===== config.mk =====
export PLATFORM = sky130hd
export DESIGN_NAME = floppy_read_data_sequencer
export DESIGN_NICKNAME = d
export VERILOG_FILES = /design/src/fdc_read_pkg.sv /design/src/floppy_read_data_sequencer.sv
export SDC_FILE = /design/constraint.sdc
export NUM_CORES = 1
export LEC_CHECK = 0
export BUFFER_PORTS_ARGS = -buffer_cell sky130_fd_sc_hd__buf_2
export CAP_MARGIN = 20
export CORE_MARGIN = 5
export CORE_UTILIZATION = 30
export CTS_CLUSTER_DIAMETER = 100
export DETAILED_ROUTE_END_ITERATION = 7
export GPL_TIMING_DRIVEN = 0
export PLACE_DENSITY = 0.44
export RECOVER_POWER = 25
export SYNTH_ARGS = -nofsm -noshare
export SYNTH_HDL_FRONTEND = slang
export SYNTH_SLANG_ARGS = --single-unit

===== constraint.sdc =====
create_clock -name clk -period 4.7 [get_ports clk]
set_clock_uncertainty 0.15 [all_clocks]
set_input_delay 0.94 -clock clk [delete_from_list [all_inputs] [get_ports clk]]
set_output_delay 0.94 -clock clk [all_outputs]
set_load 0.05 [all_outputs]

===== src/fdc_read_pkg.sv =====
package fdc_read_pkg;
// Contract
// - multi-track clear stops at last sector of the current side; set continues from side 0 onto side 1
// - drive-select bits pick logical drive 0..3, honouring four-drive and 2/0 swap
// - side bit of second byte drives head side output active for side 1
// - second byte bit 7 enables implied seek; software reset clears it
// - nine command bytes in fixed order from opcode to obsolete length
// - ninth command byte is ignored whatever its value
// - implied seek runs seek to target track then waits head settle time
// - compare track, head, sector, size of each address field; retry until match
// - host command write during execution aborts into the result phase
// - two index pulses, track differs: wrong-track or bad-track status bit
// - two index pulses: other mismatch sets missing data, no mark sets missing mark
// - address field CRC error sets CRC bit in second status and ends
// - no data mark within the wait time sets missing mark and ends
// - read data: deleted sector sets control mark and stops, or skipped
// - transfer sector bytes, then check the data field CRC
// - transfer end strobe stops reading with normal termination code
// - last sector equal to end-of-track number sets end bit, abnormal code
// - host too slow for a byte sets overrun bit, abnormal code
// - data CRC error sets CRC bits in second and third status, abnormal
// - interrupt line rises at result phase; results name the sector in work
// - deleted variant behaves like read data except control mark and skipping
// - normal end reports next sector; wraps to sector 1, next track or side
// - deleted variant: normal sector marked and stops, or skipped when skipping
// - wait per-drive delay before processing after the last command byte
// - opcode bit 5 selects skipping, bit 6 selects double density
  localparam logic [4:0] OP_READ_DATA     = 5'h06;
  localparam logic [4:0] OP_READ_DELETED  = 5'h0C;
  localparam int         OPC_MULTI_TRACK  = 7;
  localparam int         OPC_DOUBLE_DENS  = 6;
  localparam int         OPC_PASS_DELETED = 5;
  localparam int         SEL_IMPLIED_SEEK = 7;
  localparam int         SEL_SIDE         = 2;
  localparam int         ST1_END_TRACK    = 7;
  localparam int         ST1_CRC          = 5;
  localparam int         ST1_OVERRUN      = 4;
  localparam int         ST1_MISS_DATA    = 2;
  localparam int         ST1_MISS_MARK    = 0;
  localparam int         ST2_CTRL_MARK    = 6;
  localparam int         ST2_DATA_CRC     = 5;
  localparam int         ST2_WRONG_TRACK  = 4;
  localparam int         ST2_BAD_TRACK    = 1;
  localparam logic [1:0] TERM_NORMAL      = 2'h0;
  localparam logic [1:0] TERM_ABNORMAL    = 2'h1;
  localparam logic [7:0] BAD_TRACK_ID     = 8'hFF;
  localparam int         CMD_BYTES        = 9;
  localparam int         RES_BYTES        = 7;
  localparam int         INDEX_LIMIT      = 2;
  localparam int         SECTOR_BASE      = 128;
  localparam int         HOST_FIFO_DEPTH  = 8;
  localparam int         CLK_MHZ          = 250;
  localparam int         DATA_WAIT_US     = 2000;
  localparam int         DATA_WAIT_CYCLES = DATA_WAIT_US * CLK_MHZ;

  typedef struct packed {
    logic [7:0] track;
    logic [7:0] head;
    logic [7:0] sector;
    logic [7:0] size;
  } sector_id_t;

  typedef enum logic [3:0] {
    S_IDLE, S_DELAY, S_SEEK, S_SETTLE, S_SEARCH, S_DATA_WAIT, S_XFER, S_CRC, S_RESULT
  } seq_state_t;
endpackage : fdc_read_pkg


===== src/floppy_read_data_sequencer.sv =====
`timescale 1ns/1ps
`default_nettype none
// power-of-two depth only: pointers wrap by overflow
module byte_fifo #(
  parameter int WIDTH = 8,
  parameter int DEPTH = 8
) (
  input  wire logic             clk,
  input  wire logic             arst_n,
  input  wire logic             flush,
  input  wire logic             in_valid,
  output logic                  in_ready,
  input  wire logic [WIDTH-1:0] in_data,
  output logic                  out_valid,
  input  wire logic             out_ready,
  output logic      [WIDTH-1:0] out_data
);
  localparam int AW = $clog2(DEPTH);
  logic [WIDTH-1:0] mem [DEPTH];
  logic [AW-1:0]    wptr;
  logic [AW-1:0]    rptr;
  logic [AW:0]      fill;
  logic [AW:0]      next_fill;
  logic             push;
  logic             pop;

  assign push      = in_valid & in_ready;
  assign pop       = out_valid & out_ready;
  assign next_fill = fill + (AW+1)'(push) - (AW+1)'(pop);
  assign out_data  = mem[rptr];

  always_ff @(posedge clk) begin
    if (push) begin
      mem[wptr] <= in_data;
    end
  end

  always_ff @(posedge clk or negedge arst_n) begin
    if (!arst_n) begin
      wptr      <= '0;
      rptr      <= '0;
      fill      <= '0;
      in_ready  <= 1'b1;
      out_valid <= 1'b0;
    end else if (flush) begin
      wptr      <= '0;
      rptr      <= '0;
      fill      <= '0;
      in_ready  <= 1'b1;
      out_valid <= 1'b0;
    end else begin
      wptr      <= wptr + AW'(push);
      rptr      <= rptr + AW'(pop);
      fill      <= next_fill;
      in_ready  <= next_fill != (AW+1)'(DEPTH);
      out_valid <= next_fill != '0;
    end
  end
endmodule : byte_fifo

module floppy_read_data_sequencer
  import fdc_read_pkg::*;
#(
  parameter int DATA_WAIT  = DATA_WAIT_CYCLES,
  parameter int FIFO_DEPTH = HOST_FIFO_DEPTH
) (
  input  wire logic        clk,
  input  wire logic        arst_n,
  input  wire logic        soft_reset,
  input  wire logic        cmd_write,
  input  wire logic [7:0]  cmd_byte,
  output logic             res_valid,
  output logic [7:0]       res_byte,
  input  wire logic        res_read,
  output logic             rd_valid,
  output logic [7:0]       rd_byte,
  input  wire logic        rd_ready,
  output logic             busy,
  output logic             host_interrupt_line,
  input  wire logic        transfer_end_strobe,
  input  wire logic        index_pulse,
  input  wire logic        four_drives,
  input  wire logic        swap_drives,
  input  wire logic [23:0] dbp_cycles,
  input  wire logic [23:0] settle_cycles,
  output logic [3:0]       drive_select,
  output logic             head_side_output,
  output logic             double_density_select,
  output logic             seek_req,
  output logic [7:0]       seek_track,
  input  wire logic        seek_done,
  output logic             sep_enable,
  input  wire logic        sep_id_valid,
  input  wire sector_id_t  sep_id,
  input  wire logic        sep_id_crc_bad,
  input  wire logic        sep_data_mark,
  input  wire logic        sep_data_deleted,
  input  wire logic        sep_byte_valid,
  input  wire logic [7:0]  sep_byte,
  input  wire logic        sep_crc_done,
  input  wire logic        sep_crc_bad
);
  seq_state_t state;
  seq_state_t next_state;
  sector_id_t want;
  logic [3:0]  cmd_idx;
  logic [2:0]  res_idx;
  logic [23:0] cnt;
  logic [1:0]  idx_cnt;
  logic [7:0]  last_sector_number;
  logic [1:0]  logical_drive_choice;
  logic [1:0]  termination_code;
  logic [7:0]  result_status_second;
  logic [7:0]  result_status_third;
  logic        multi_track_enable;
  logic        pass_over_deleted;
  logic        implied_seek_enable;
  logic        side_choice_bit;
  logic        read_deleted;
  logic        tc_s1, tc_s2, tc_hold;
  logic        idx_s1, idx_s2, idx_s3;
  logic        cm_stop, saw_id, trk_diff, trk_bad, oth_diff, res_pending;
  logic        fifo_ready;
  logic        exec, take_cmd, last_byte, abort, idx_edge;
  logic        id_crc_err, id_hit, index_fail, mark_seen, mark_ctrl, skip_sector;
  logic        data_timeout, overrun, crc_done, sector_ok, at_eot, to_side1, more;
  logic        end_now;
  logic [15:0] sector_bytes;

  function automatic logic [3:0] drive_map(input logic [1:0] ds, input logic four,
                                           input logic swap);
    case (ds)
      2'h0:    drive_map = swap ? 4'h4 : 4'h1;
      2'h1:    drive_map = 4'h2;
      2'h2:    drive_map = (four | swap) ? (swap ? 4'h1 : 4'h4) : 4'h0;
      default: drive_map = four ? 4'h8 : 4'h0;
    endcase
  endfunction : drive_map

  function automatic logic [7:0] res_pick(input logic [2:0] i, input logic [7:0] s0,
                                          input logic [7:0] s1, input logic [7:0] s2,
                                          input sector_id_t id);
    case (i)
      3'h0:    res_pick = s0;
      3'h1:    res_pick = s1;
      3'h2:    res_pick = s2;
      3'h3:    res_pick = id.track;
      3'h4:    res_pick = id.head;
      3'h5:    res_pick = id.sector;
      default: res_pick = id.size;
    endcase
  endfunction : res_pick

  // pins from outside the clock domain
  always_ff @(posedge clk or negedge arst_n) begin
    if (!arst_n) begin
      tc_s1  <= 1'b0;
      tc_s2  <= 1'b0;
      idx_s1 <= 1'b0;
      idx_s2 <= 1'b0;
      idx_s3 <= 1'b0;
    end else begin
      tc_s1  <= transfer_end_strobe;
      tc_s2  <= tc_s1;
      idx_s1 <= index_pulse;
      idx_s2 <= idx_s1;
      idx_s3 <= idx_s2;
    end
  end

  assign idx_edge     = idx_s2 & ~idx_s3;
  assign exec         = state inside {S_DELAY, S_SEEK, S_SETTLE, S_SEARCH, S_DATA_WAIT,
                                      S_XFER, S_CRC};
  assign sector_bytes = 16'(SECTOR_BASE) << want.size[2:0];
  assign take_cmd     = cmd_write & (state == S_IDLE) & ~soft_reset &
                        ((cmd_idx != 4'h0) | (cmd_byte[4:0] == OP_READ_DATA) |
                         (cmd_byte[4:0] == OP_READ_DELETED));
  assign last_byte    = take_cmd & (cmd_idx == 4'(CMD_BYTES - 1));
  assign abort        = cmd_write & exec;
  assign id_crc_err   = (state == S_SEARCH) & sep_id_valid & sep_id_crc_bad;
  assign id_hit       = (state == S_SEARCH) & sep_id_valid & ~sep_id_crc_bad &
                        (sep_id == want);
  assign index_fail   = (state == S_SEARCH) & idx_edge &
                        (idx_cnt == 2'(INDEX_LIMIT - 1)) & ~id_hit;
  assign mark_seen    = (state == S_DATA_WAIT) & sep_data_mark;
  // wrong mark type for the command: deleted for read data, normal for read deleted
  assign mark_ctrl    = sep_data_deleted ^ read_deleted;
  assign skip_sector  = mark_seen & mark_ctrl & pass_over_deleted;
  assign data_timeout = (state == S_DATA_WAIT) & ~sep_data_mark &
                        (cnt == 24'(DATA_WAIT - 1));
  assign overrun      = (state == S_XFER) & sep_byte_valid & ~tc_hold & ~fifo_ready;
  assign crc_done     = (state == S_CRC) & sep_crc_done;
  assign sector_ok    = (crc_done & ~sep_crc_bad) | skip_sector;
  assign at_eot       = want.sector == last_sector_number;
  assign to_side1     = at_eot & multi_track_enable & ~head_side_output;
  assign more         = sector_ok & ~tc_hold & ~cm_stop & (~at_eot | to_side1);
  assign end_now      = abort | id_crc_err | index_fail | data_timeout | overrun |
                        (crc_done & sep_crc_bad) | (sector_ok & ~more);

  always_comb begin
    next_state = state;
    case (state)
      S_IDLE:      if (last_byte) next_state = S_DELAY;
      S_DELAY:     if (cnt >= dbp_cycles) begin
        next_state = implied_seek_enable ? S_SEEK : S_SEARCH;
      end
      S_SEEK:      if (seek_done) next_state = S_SETTLE;
      S_SETTLE:    if (cnt >= settle_cycles) next_state = S_SEARCH;
      S_SEARCH:    if (id_hit) next_state = S_DATA_WAIT;
      S_DATA_WAIT: if (skip_sector) next_state = S_SEARCH;
                   else if (mark_seen) next_state = S_XFER;
      S_XFER:      if (sep_byte_valid && cnt == 24'(sector_bytes - 16'h0001)) begin
        next_state = S_CRC;
      end
      S_CRC:       if (more) next_state = S_SEARCH;
      S_RESULT:    if (res_read && res_valid && res_idx == 3'(RES_BYTES - 1)) begin
        next_state = S_IDLE;
      end
      default:     next_state = S_IDLE;
    endcase
    if (end_now) next_state = S_RESULT;
  end

  always_ff @(posedge clk or negedge arst_n) begin
    if (!arst_n) begin
      state      <= S_IDLE;
      cnt        <= '0;
      idx_cnt    <= '0;
      sep_enable <= 1'b0;
      seek_req   <= 1'b0;
    end else if (soft_reset) begin
      state      <= S_IDLE;
      cnt        <= '0;
      idx_cnt    <= '0;
      sep_enable <= 1'b0;
      seek_req   <= 1'b0;
    end else begin
      state      <= next_state;
      sep_enable <= next_state inside {S_SEARCH, S_DATA_WAIT, S_XFER, S_CRC};
      seek_req   <= next_state == S_SEEK;
      if (next_state != state || more) begin
        cnt <= '0;
      end else if (state != S_XFER || sep_byte_valid) begin
        cnt <= cnt + 24'h00_0001;
      end
      // the two-pulse window restarts with every new sector search
      if (next_state == S_SEARCH && (state != S_SEARCH || more)) begin
        idx_cnt <= '0;
      end else if (state == S_SEARCH && idx_edge) begin
        idx_cnt <= idx_cnt + 2'h1;
      end
    end
  end

  // command capture and the sector position that advances as sectors finish
  always_ff @(posedge clk or negedge arst_n) begin
    if (!arst_n) begin
      cmd_idx               <= '0;
      want                  <= '0;
      last_sector_number    <= '0;
      multi_track_enable    <= 1'b0;
      double_density_select <= 1'b0;
      pass_over_deleted     <= 1'b0;
      read_deleted          <= 1'b0;
      implied_seek_enable   <= 1'b0;
      side_choice_bit       <= 1'b0;
      logical_drive_choice  <= '0;
      head_side_output      <= 1'b0;
      drive_select          <= 4'h1;
      seek_track            <= '0;
    end else if (soft_reset) begin
      cmd_idx             <= '0;
      implied_seek_enable <= 1'b0;
    end else begin
      seek_track <= want.track;
      if (take_cmd) begin
        cmd_idx <= last_byte ? 4'h0 : cmd_idx + 4'h1;
        case (cmd_idx)
          4'h0: begin
            multi_track_enable    <= cmd_byte[OPC_MULTI_TRACK];
            double_density_select <= cmd_byte[OPC_DOUBLE_DENS];
            pass_over_deleted     <= cmd_byte[OPC_PASS_DELETED];
            read_deleted          <= cmd_byte[4:0] == OP_READ_DELETED;
          end
          4'h1: begin
            implied_seek_enable  <= cmd_byte[SEL_IMPLIED_SEEK];
            side_choice_bit      <= cmd_byte[SEL_SIDE];
            head_side_output     <= cmd_byte[SEL_SIDE];
            logical_drive_choice <= cmd_byte[1:0];
            drive_select         <= drive_map(cmd_byte[1:0], four_drives, swap_drives);
          end
          4'h2: want.track  <= cmd_byte;
          4'h3: want.head   <= cmd_byte;
          4'h4: want.sector <= cmd_byte;
          4'h5: want.size   <= cmd_byte;
          4'h6: last_sector_number <= cmd_byte;
          default: ; // gap length and obsolete length are not used
        endcase
      end else if (sector_ok) begin
        if (!at_eot) begin
          want.sector <= want.sector + 8'h01;
        end else if (to_side1) begin
          want.sector      <= 8'h01;
          want.head        <= 8'h01;
          head_side_output <= 1'b1;
        end else begin
          want.sector <= 8'h01;
          want.track  <= want.track + 8'h01;
          if (multi_track_enable) begin
            want.head <= 8'h00;
          end
        end
      end
    end
  end

  always_ff @(posedge clk or negedge arst_n) begin
    if (!arst_n) begin
      termination_code     <= TERM_NORMAL;
      result_status_second <= '0;
      result_status_third  <= '0;
      tc_hold              <= 1'b0;
      cm_stop              <= 1'b0;
      saw_id               <= 1'b0;
      trk_diff             <= 1'b0;
      trk_bad              <= 1'b0;
      oth_diff             <= 1'b0;
    end else if (soft_reset || last_byte) begin
      termination_code     <= TERM_NORMAL;
      result_status_second <= '0;
      result_status_third  <= '0;
      tc_hold              <= 1'b0;
      cm_stop              <= 1'b0;
      saw_id               <= 1'b0;
      trk_diff             <= 1'b0;
      trk_bad              <= 1'b0;
      oth_diff             <= 1'b0;
    end else begin
      if (exec && tc_s2) tc_hold <= 1'b1;
      if (state == S_SEARCH && sep_id_valid && !sep_id_crc_bad) begin
        saw_id   <= 1'b1;
        trk_diff <= sep_id.track != want.track;
        trk_bad  <= sep_id.track == BAD_TRACK_ID;
        oth_diff <= sep_id[23:0] != want[23:0];
      end
      if (mark_seen && mark_ctrl) begin
        result_status_third[ST2_CTRL_MARK] <= 1'b1;
        if (!pass_over_deleted) cm_stop <= 1'b1;
      end
      if (index_fail) begin
        if (!saw_id) result_status_second[ST1_MISS_MARK] <= 1'b1;
        if (saw_id && oth_diff) result_status_second[ST1_MISS_DATA] <= 1'b1;
        if (saw_id && trk_diff && trk_bad) result_status_third[ST2_BAD_TRACK] <= 1'b1;
        if (saw_id && trk_diff && !trk_bad) result_status_third[ST2_WRONG_TRACK] <= 1'b1;
      end
      if (id_crc_err) result_status_second[ST1_CRC] <= 1'b1;
      if (data_timeout) result_status_second[ST1_MISS_MARK] <= 1'b1;
      if (overrun) result_status_second[ST1_OVERRUN] <= 1'b1;
      if (crc_done && sep_crc_bad) begin
        result_status_second[ST1_CRC] <= 1'b1;
        result_status_third[ST2_DATA_CRC] <= 1'b1;
      end
      if (sector_ok && !more && !tc_hold && !cm_stop) begin
        result_status_second[ST1_END_TRACK] <= 1'b1;
      end
      // end-of-track wins no abnormal code once the strobe has stopped the read
      if (end_now) begin
        termination_code <= (sector_ok && (tc_hold || cm_stop)) ? TERM_NORMAL
                                                                 : TERM_ABNORMAL;
      end
    end
  end

  // result bytes load one cycle after the end so status and position are settled
  always_ff @(posedge clk or negedge arst_n) begin
    if (!arst_n) begin
      res_pending         <= 1'b0;
      res_valid           <= 1'b0;
      res_byte            <= '0;
      res_idx             <= '0;
      busy                <= 1'b0;
      host_interrupt_line <= 1'b0;
    end else if (soft_reset) begin
      res_pending         <= 1'b0;
      res_valid           <= 1'b0;
      res_byte            <= '0;
      res_idx             <= '0;
      busy                <= 1'b0;
      host_interrupt_line <= 1'b0;
    end else begin
      res_pending <= end_now;
      if (take_cmd) busy <= 1'b1;
      if (res_pending) begin
        res_idx             <= '0;
        res_valid           <= 1'b1;
        host_interrupt_line <= 1'b1;
        res_byte            <= res_pick(3'h0, {termination_code, 3'h0, head_side_output,
                                        logical_drive_choice}, result_status_second,
                                        result_status_third, want);
      end else if (res_read && res_valid) begin
        host_interrupt_line <= 1'b0;
        if (res_idx == 3'(RES_BYTES - 1)) begin
          res_valid <= 1'b0;
          busy      <= 1'b0;
        end else begin
          res_idx  <= res_idx + 3'h1;
          res_byte <= res_pick(res_idx + 3'h1, 8'h00, result_status_second,
                               result_status_third, want);
        end
      end
    end
  end

  // a full buffer back-pressures the disk stream, which can only show as overrun
  byte_fifo #(
    .WIDTH (8),
    .DEPTH (FIFO_DEPTH)
  ) u_data_fifo (
    .clk       (clk),
    .arst_n    (arst_n),
    .flush     (soft_reset),
    .in_valid  ((state == S_XFER) & sep_byte_valid & ~tc_hold),
    .in_ready  (fifo_ready),
    .in_data   (sep_byte),
    .out_valid (rd_valid),
    .out_ready (rd_ready),
    .out_data  (rd_byte)
  );
endmodule : floppy_read_data_sequencer
`default_nettype wire


==> results by group <==
Clock network
  – Clock sink count: 208
  – Htree depth: 1
  – Clock Latency Late Sink: 0.54 ns
  – Root Buffer: clkbuf_16
  – CTS tree: built
  – CTS buffer count: 26
  – Setup Buffers After CTS: 0
  – CTS Buffer Depth: 3
  – Clk slew on worst S/H paths: 0.07 ns

Setup path
  – Worst setup SP type: flip-flop
  – Req. time, crit path: 4.98 ns
  – Worst Setup Path Type: reg -> reg
  – Crit end category: flip-flop
  – Critical path peak fanout: 10
  – Worst EP arrival: 4.69 ns

Synth
  – Cell taking the most area after synthesis: dfrtp_1
  – Syn. warnings: 0
  – Syn Nets: around 1.3k
  – Avg Cell Area, Syn: 10.5 µm²
  – Commonest cells in the netlist: dfrtp_1 (142), nand2_1 (92), nor2_1 (84)
  – Synth Cell Area: 12100 µm²
  – Seq/Total Area, Yosys: 45.7%
  – Top-count cell post-synth: dfrtp_1
  – FFs w/ async S/R, synth: 69.2%
  – Synth area leaders: dfrtp_1 (29%), edfxtp_1 (16%), ha_1 (7.1%)
  – Ys flop type: dfrtp_1
  – Area share of the largest cell type after synthesis: 29.4%
  – EDFF count, synth: 64
  – Mapped Cells: 1154
  – #FFs+latches synth: 208
  – Synth cell types: between 60 and 70

Placed design
  – HPWL after DPL: around 28 mm
  – Port Buffers: 148
  – Place WS: -0.296 ns
  – Area after DPL: between 10000 and 15000 µm²
  – Final Wtd Congestion: 0.812

Finish
  – Non-Filler Cell Area, Final: between 10000 and 15000 µm²
  – Layout area overhead: 18.9%
  – Layout cells sized above 1: 20.0%
  – Antenna cell count: 0
  – Nets: approximately 1.5k
  – Number of fill cells: between 4k and 5k

Outcome
  – Failing checks: max-capacitance violations, max-slew violations
  – Status: finished, violations left

Global route
  – Grt ovf: 0
  – First-pass GRT wire length: 58.6 mm
  – Largest net degree at the start of global routing: 100
  – Initial antenna violation count: 2
  – GRT Total Usage: 16.7%
  – Vias in the first global route: 9822

STA
  – Fmax: 0.227 GHz
  – Final Max Slew Viols: 46
  – Tcrit/Tclk final: 93.9%
  – Setup ws final: 0.286 ns
  – Fin crit period: between 4 and 5 ns
  – Slew HR: -85.9%
  – RSZ-0062 raised after global routing: false
  – Worst-margin pin slew: 2.79 ns
  – # setup viols final: 0
  – Final hold violations: 0

Hold path
  – HP Class: reg -> reg

Die
  – Die Y: 211 µm
  – Die width: 211 µm
  – Site Rows: 73
  – Core area: 39800 µm²
  – Die footprint: 44400 µm²
  – Initial Utilization: 30.4%
  – Num ports: 150

Power
  – Leak: about 6 nW
  – PwrDens: between 300 and 400 nW/µm²
  – Max VDD drop: around 0.00022 V

Routing
  – DRC errors left: 0
  – TritonRoute pass-1 iters: 5
  – Via count: 9576
  – Final WL: 37.4 mm
  – Initial detailed-routing violation count: 570
  – Post-route ant nets: 0
  – Avg WL per Cell: around 20 µm
  – Via density per instance: 5.10

Flow run
  – Max-cap viol count: 1
cell type report:
| type | count | area (µm²) | area share (%) |
|---|---|---|---|
| repair buffers | 150 | 764 | 5.32 |
| plain buffers | 65 | 253 | 1.76 |
| flip-flops and latches | 208 | 5530 | 38.5 |
| multi-input cells | 812 | 6070 | 42.3 |
| well taps | 525 | 657 | 4.57 |
| clock buffers | 35 | 746 | 5.19 |
| clock inverters | 12 | 93.8 | 0.653 |
| inverters | 69 | 259 | 1.80 |
metal layers:
metal | wire, µm | part of all wire, % | global-route usage [%] | vias up
met2 | 16900 | 45 | 26.0 | 220
met5 | 7 | 0.019 | 0 | -
met4 | 917 | 2.5 | 3.98 | 2
met1 | 17900 | 48 | 24.5 | 4719
li1 | - | - | - | 4579
met3 | 1660 | 4.4 | 2.52 | 56
placed cells by master (no fill, tap or decap), types with 16 or more instances in the layout:
master     instances
nor3_1            30
nand3_1           20
a21oi_1           56
nand4b_1          18
nand2_1           92
nor2_1            84
o21ai_0           44
xor2_1            49
ha_1              69
mux2_2            47
xnor2_1           27
mux2i_1           21
inv_1             69
mux4_2            16
clkbuf_16         27
a211oi_1          17
nor2b_1           18
buf_2            143
clkbuf_1          67
nand4_1           24
edfxtp_1          64
dfrtp_1          142
or4_1             17
power by group:
part	internal [mW]	switching (mW)
clock	1.16	0.794
sequential	1.95	0.0713
combinational	0.279	0.446
through the flow:
step                TNS [ns]  hold WS (ns)  utilization (%)  power [mW]  cells
finish                     0         0.202             36.1        4.70   1876
detailed placement     -3.24         0.192             34.0        2.79   1829
global placement       -2.98         0.185             33.9        2.78   1827
global route               0         0.215             36.1        4.93   1876
CTS                        0         0.147             36.1        4.78   1876
floorplan                  0         0.181                -        2.53   1154
registers in the layout, summed over array words and instances, names as in the netlist, 5 cells and up:
| name | count |
|---|---|
| u_data_fifo.mem | 64 |
| want | 32 |
| cnt | 24 |
| last_sector_number | 8 |
| res_byte | 8 |
| seek_track | 8 |
| result_status_second | 5 |
cells by family after synthesis:
kind of cell               Yosys count  synth area share (%)
and+or+nand+nor                    380                  17.0
buffers and inverters              134                  4.23
AOI/OAI and AO/OA                  202                  11.2
muxes                               84                  9.09
xor gates and xnor gates            76                  5.50
adders and majority gates           70                  7.30
DFF                                208                  45.7
worst max-delay path, cell delays in order (launching register included):
cell and delay [ns]:
dfrtp_1 0.60, ha_1 0.33, a21oi_1 0.14, o21ai_0 0.16, a2111oi_0 0.69, nor3_1 0.20, or2_2 0.32, clkbuf_1 0.18
o211a_1 0.31, a211oi_4 0.52, buf_4 0.34, mux2_2 0.36
final timing paths:
path,cells after the start,slack (ns),end,start
worst max-delay path,11,0.29,cnt[16],cnt[17]
worst min-delay path,0,0.20,tc_s2,tc_s1
worst max register to register,11,0.29,cnt[16],cnt[17]
worst min register to register,0,0.20,tc_s2,tc_s1
max in group asynchronous,1,1.66,cnt[15],arst_n
min in group asynchronous,1,1.15,res_byte[4],arst_n
timing repair:
| action | in CTS | in global routing |
|---|---|---|
| resized for setup | 0 | 2 |
| setup endpoints to repair | 0 | 13 |
| hold buffers | 0 | 0 |
No activity file was read; power rests on OpenSTA's default activity.
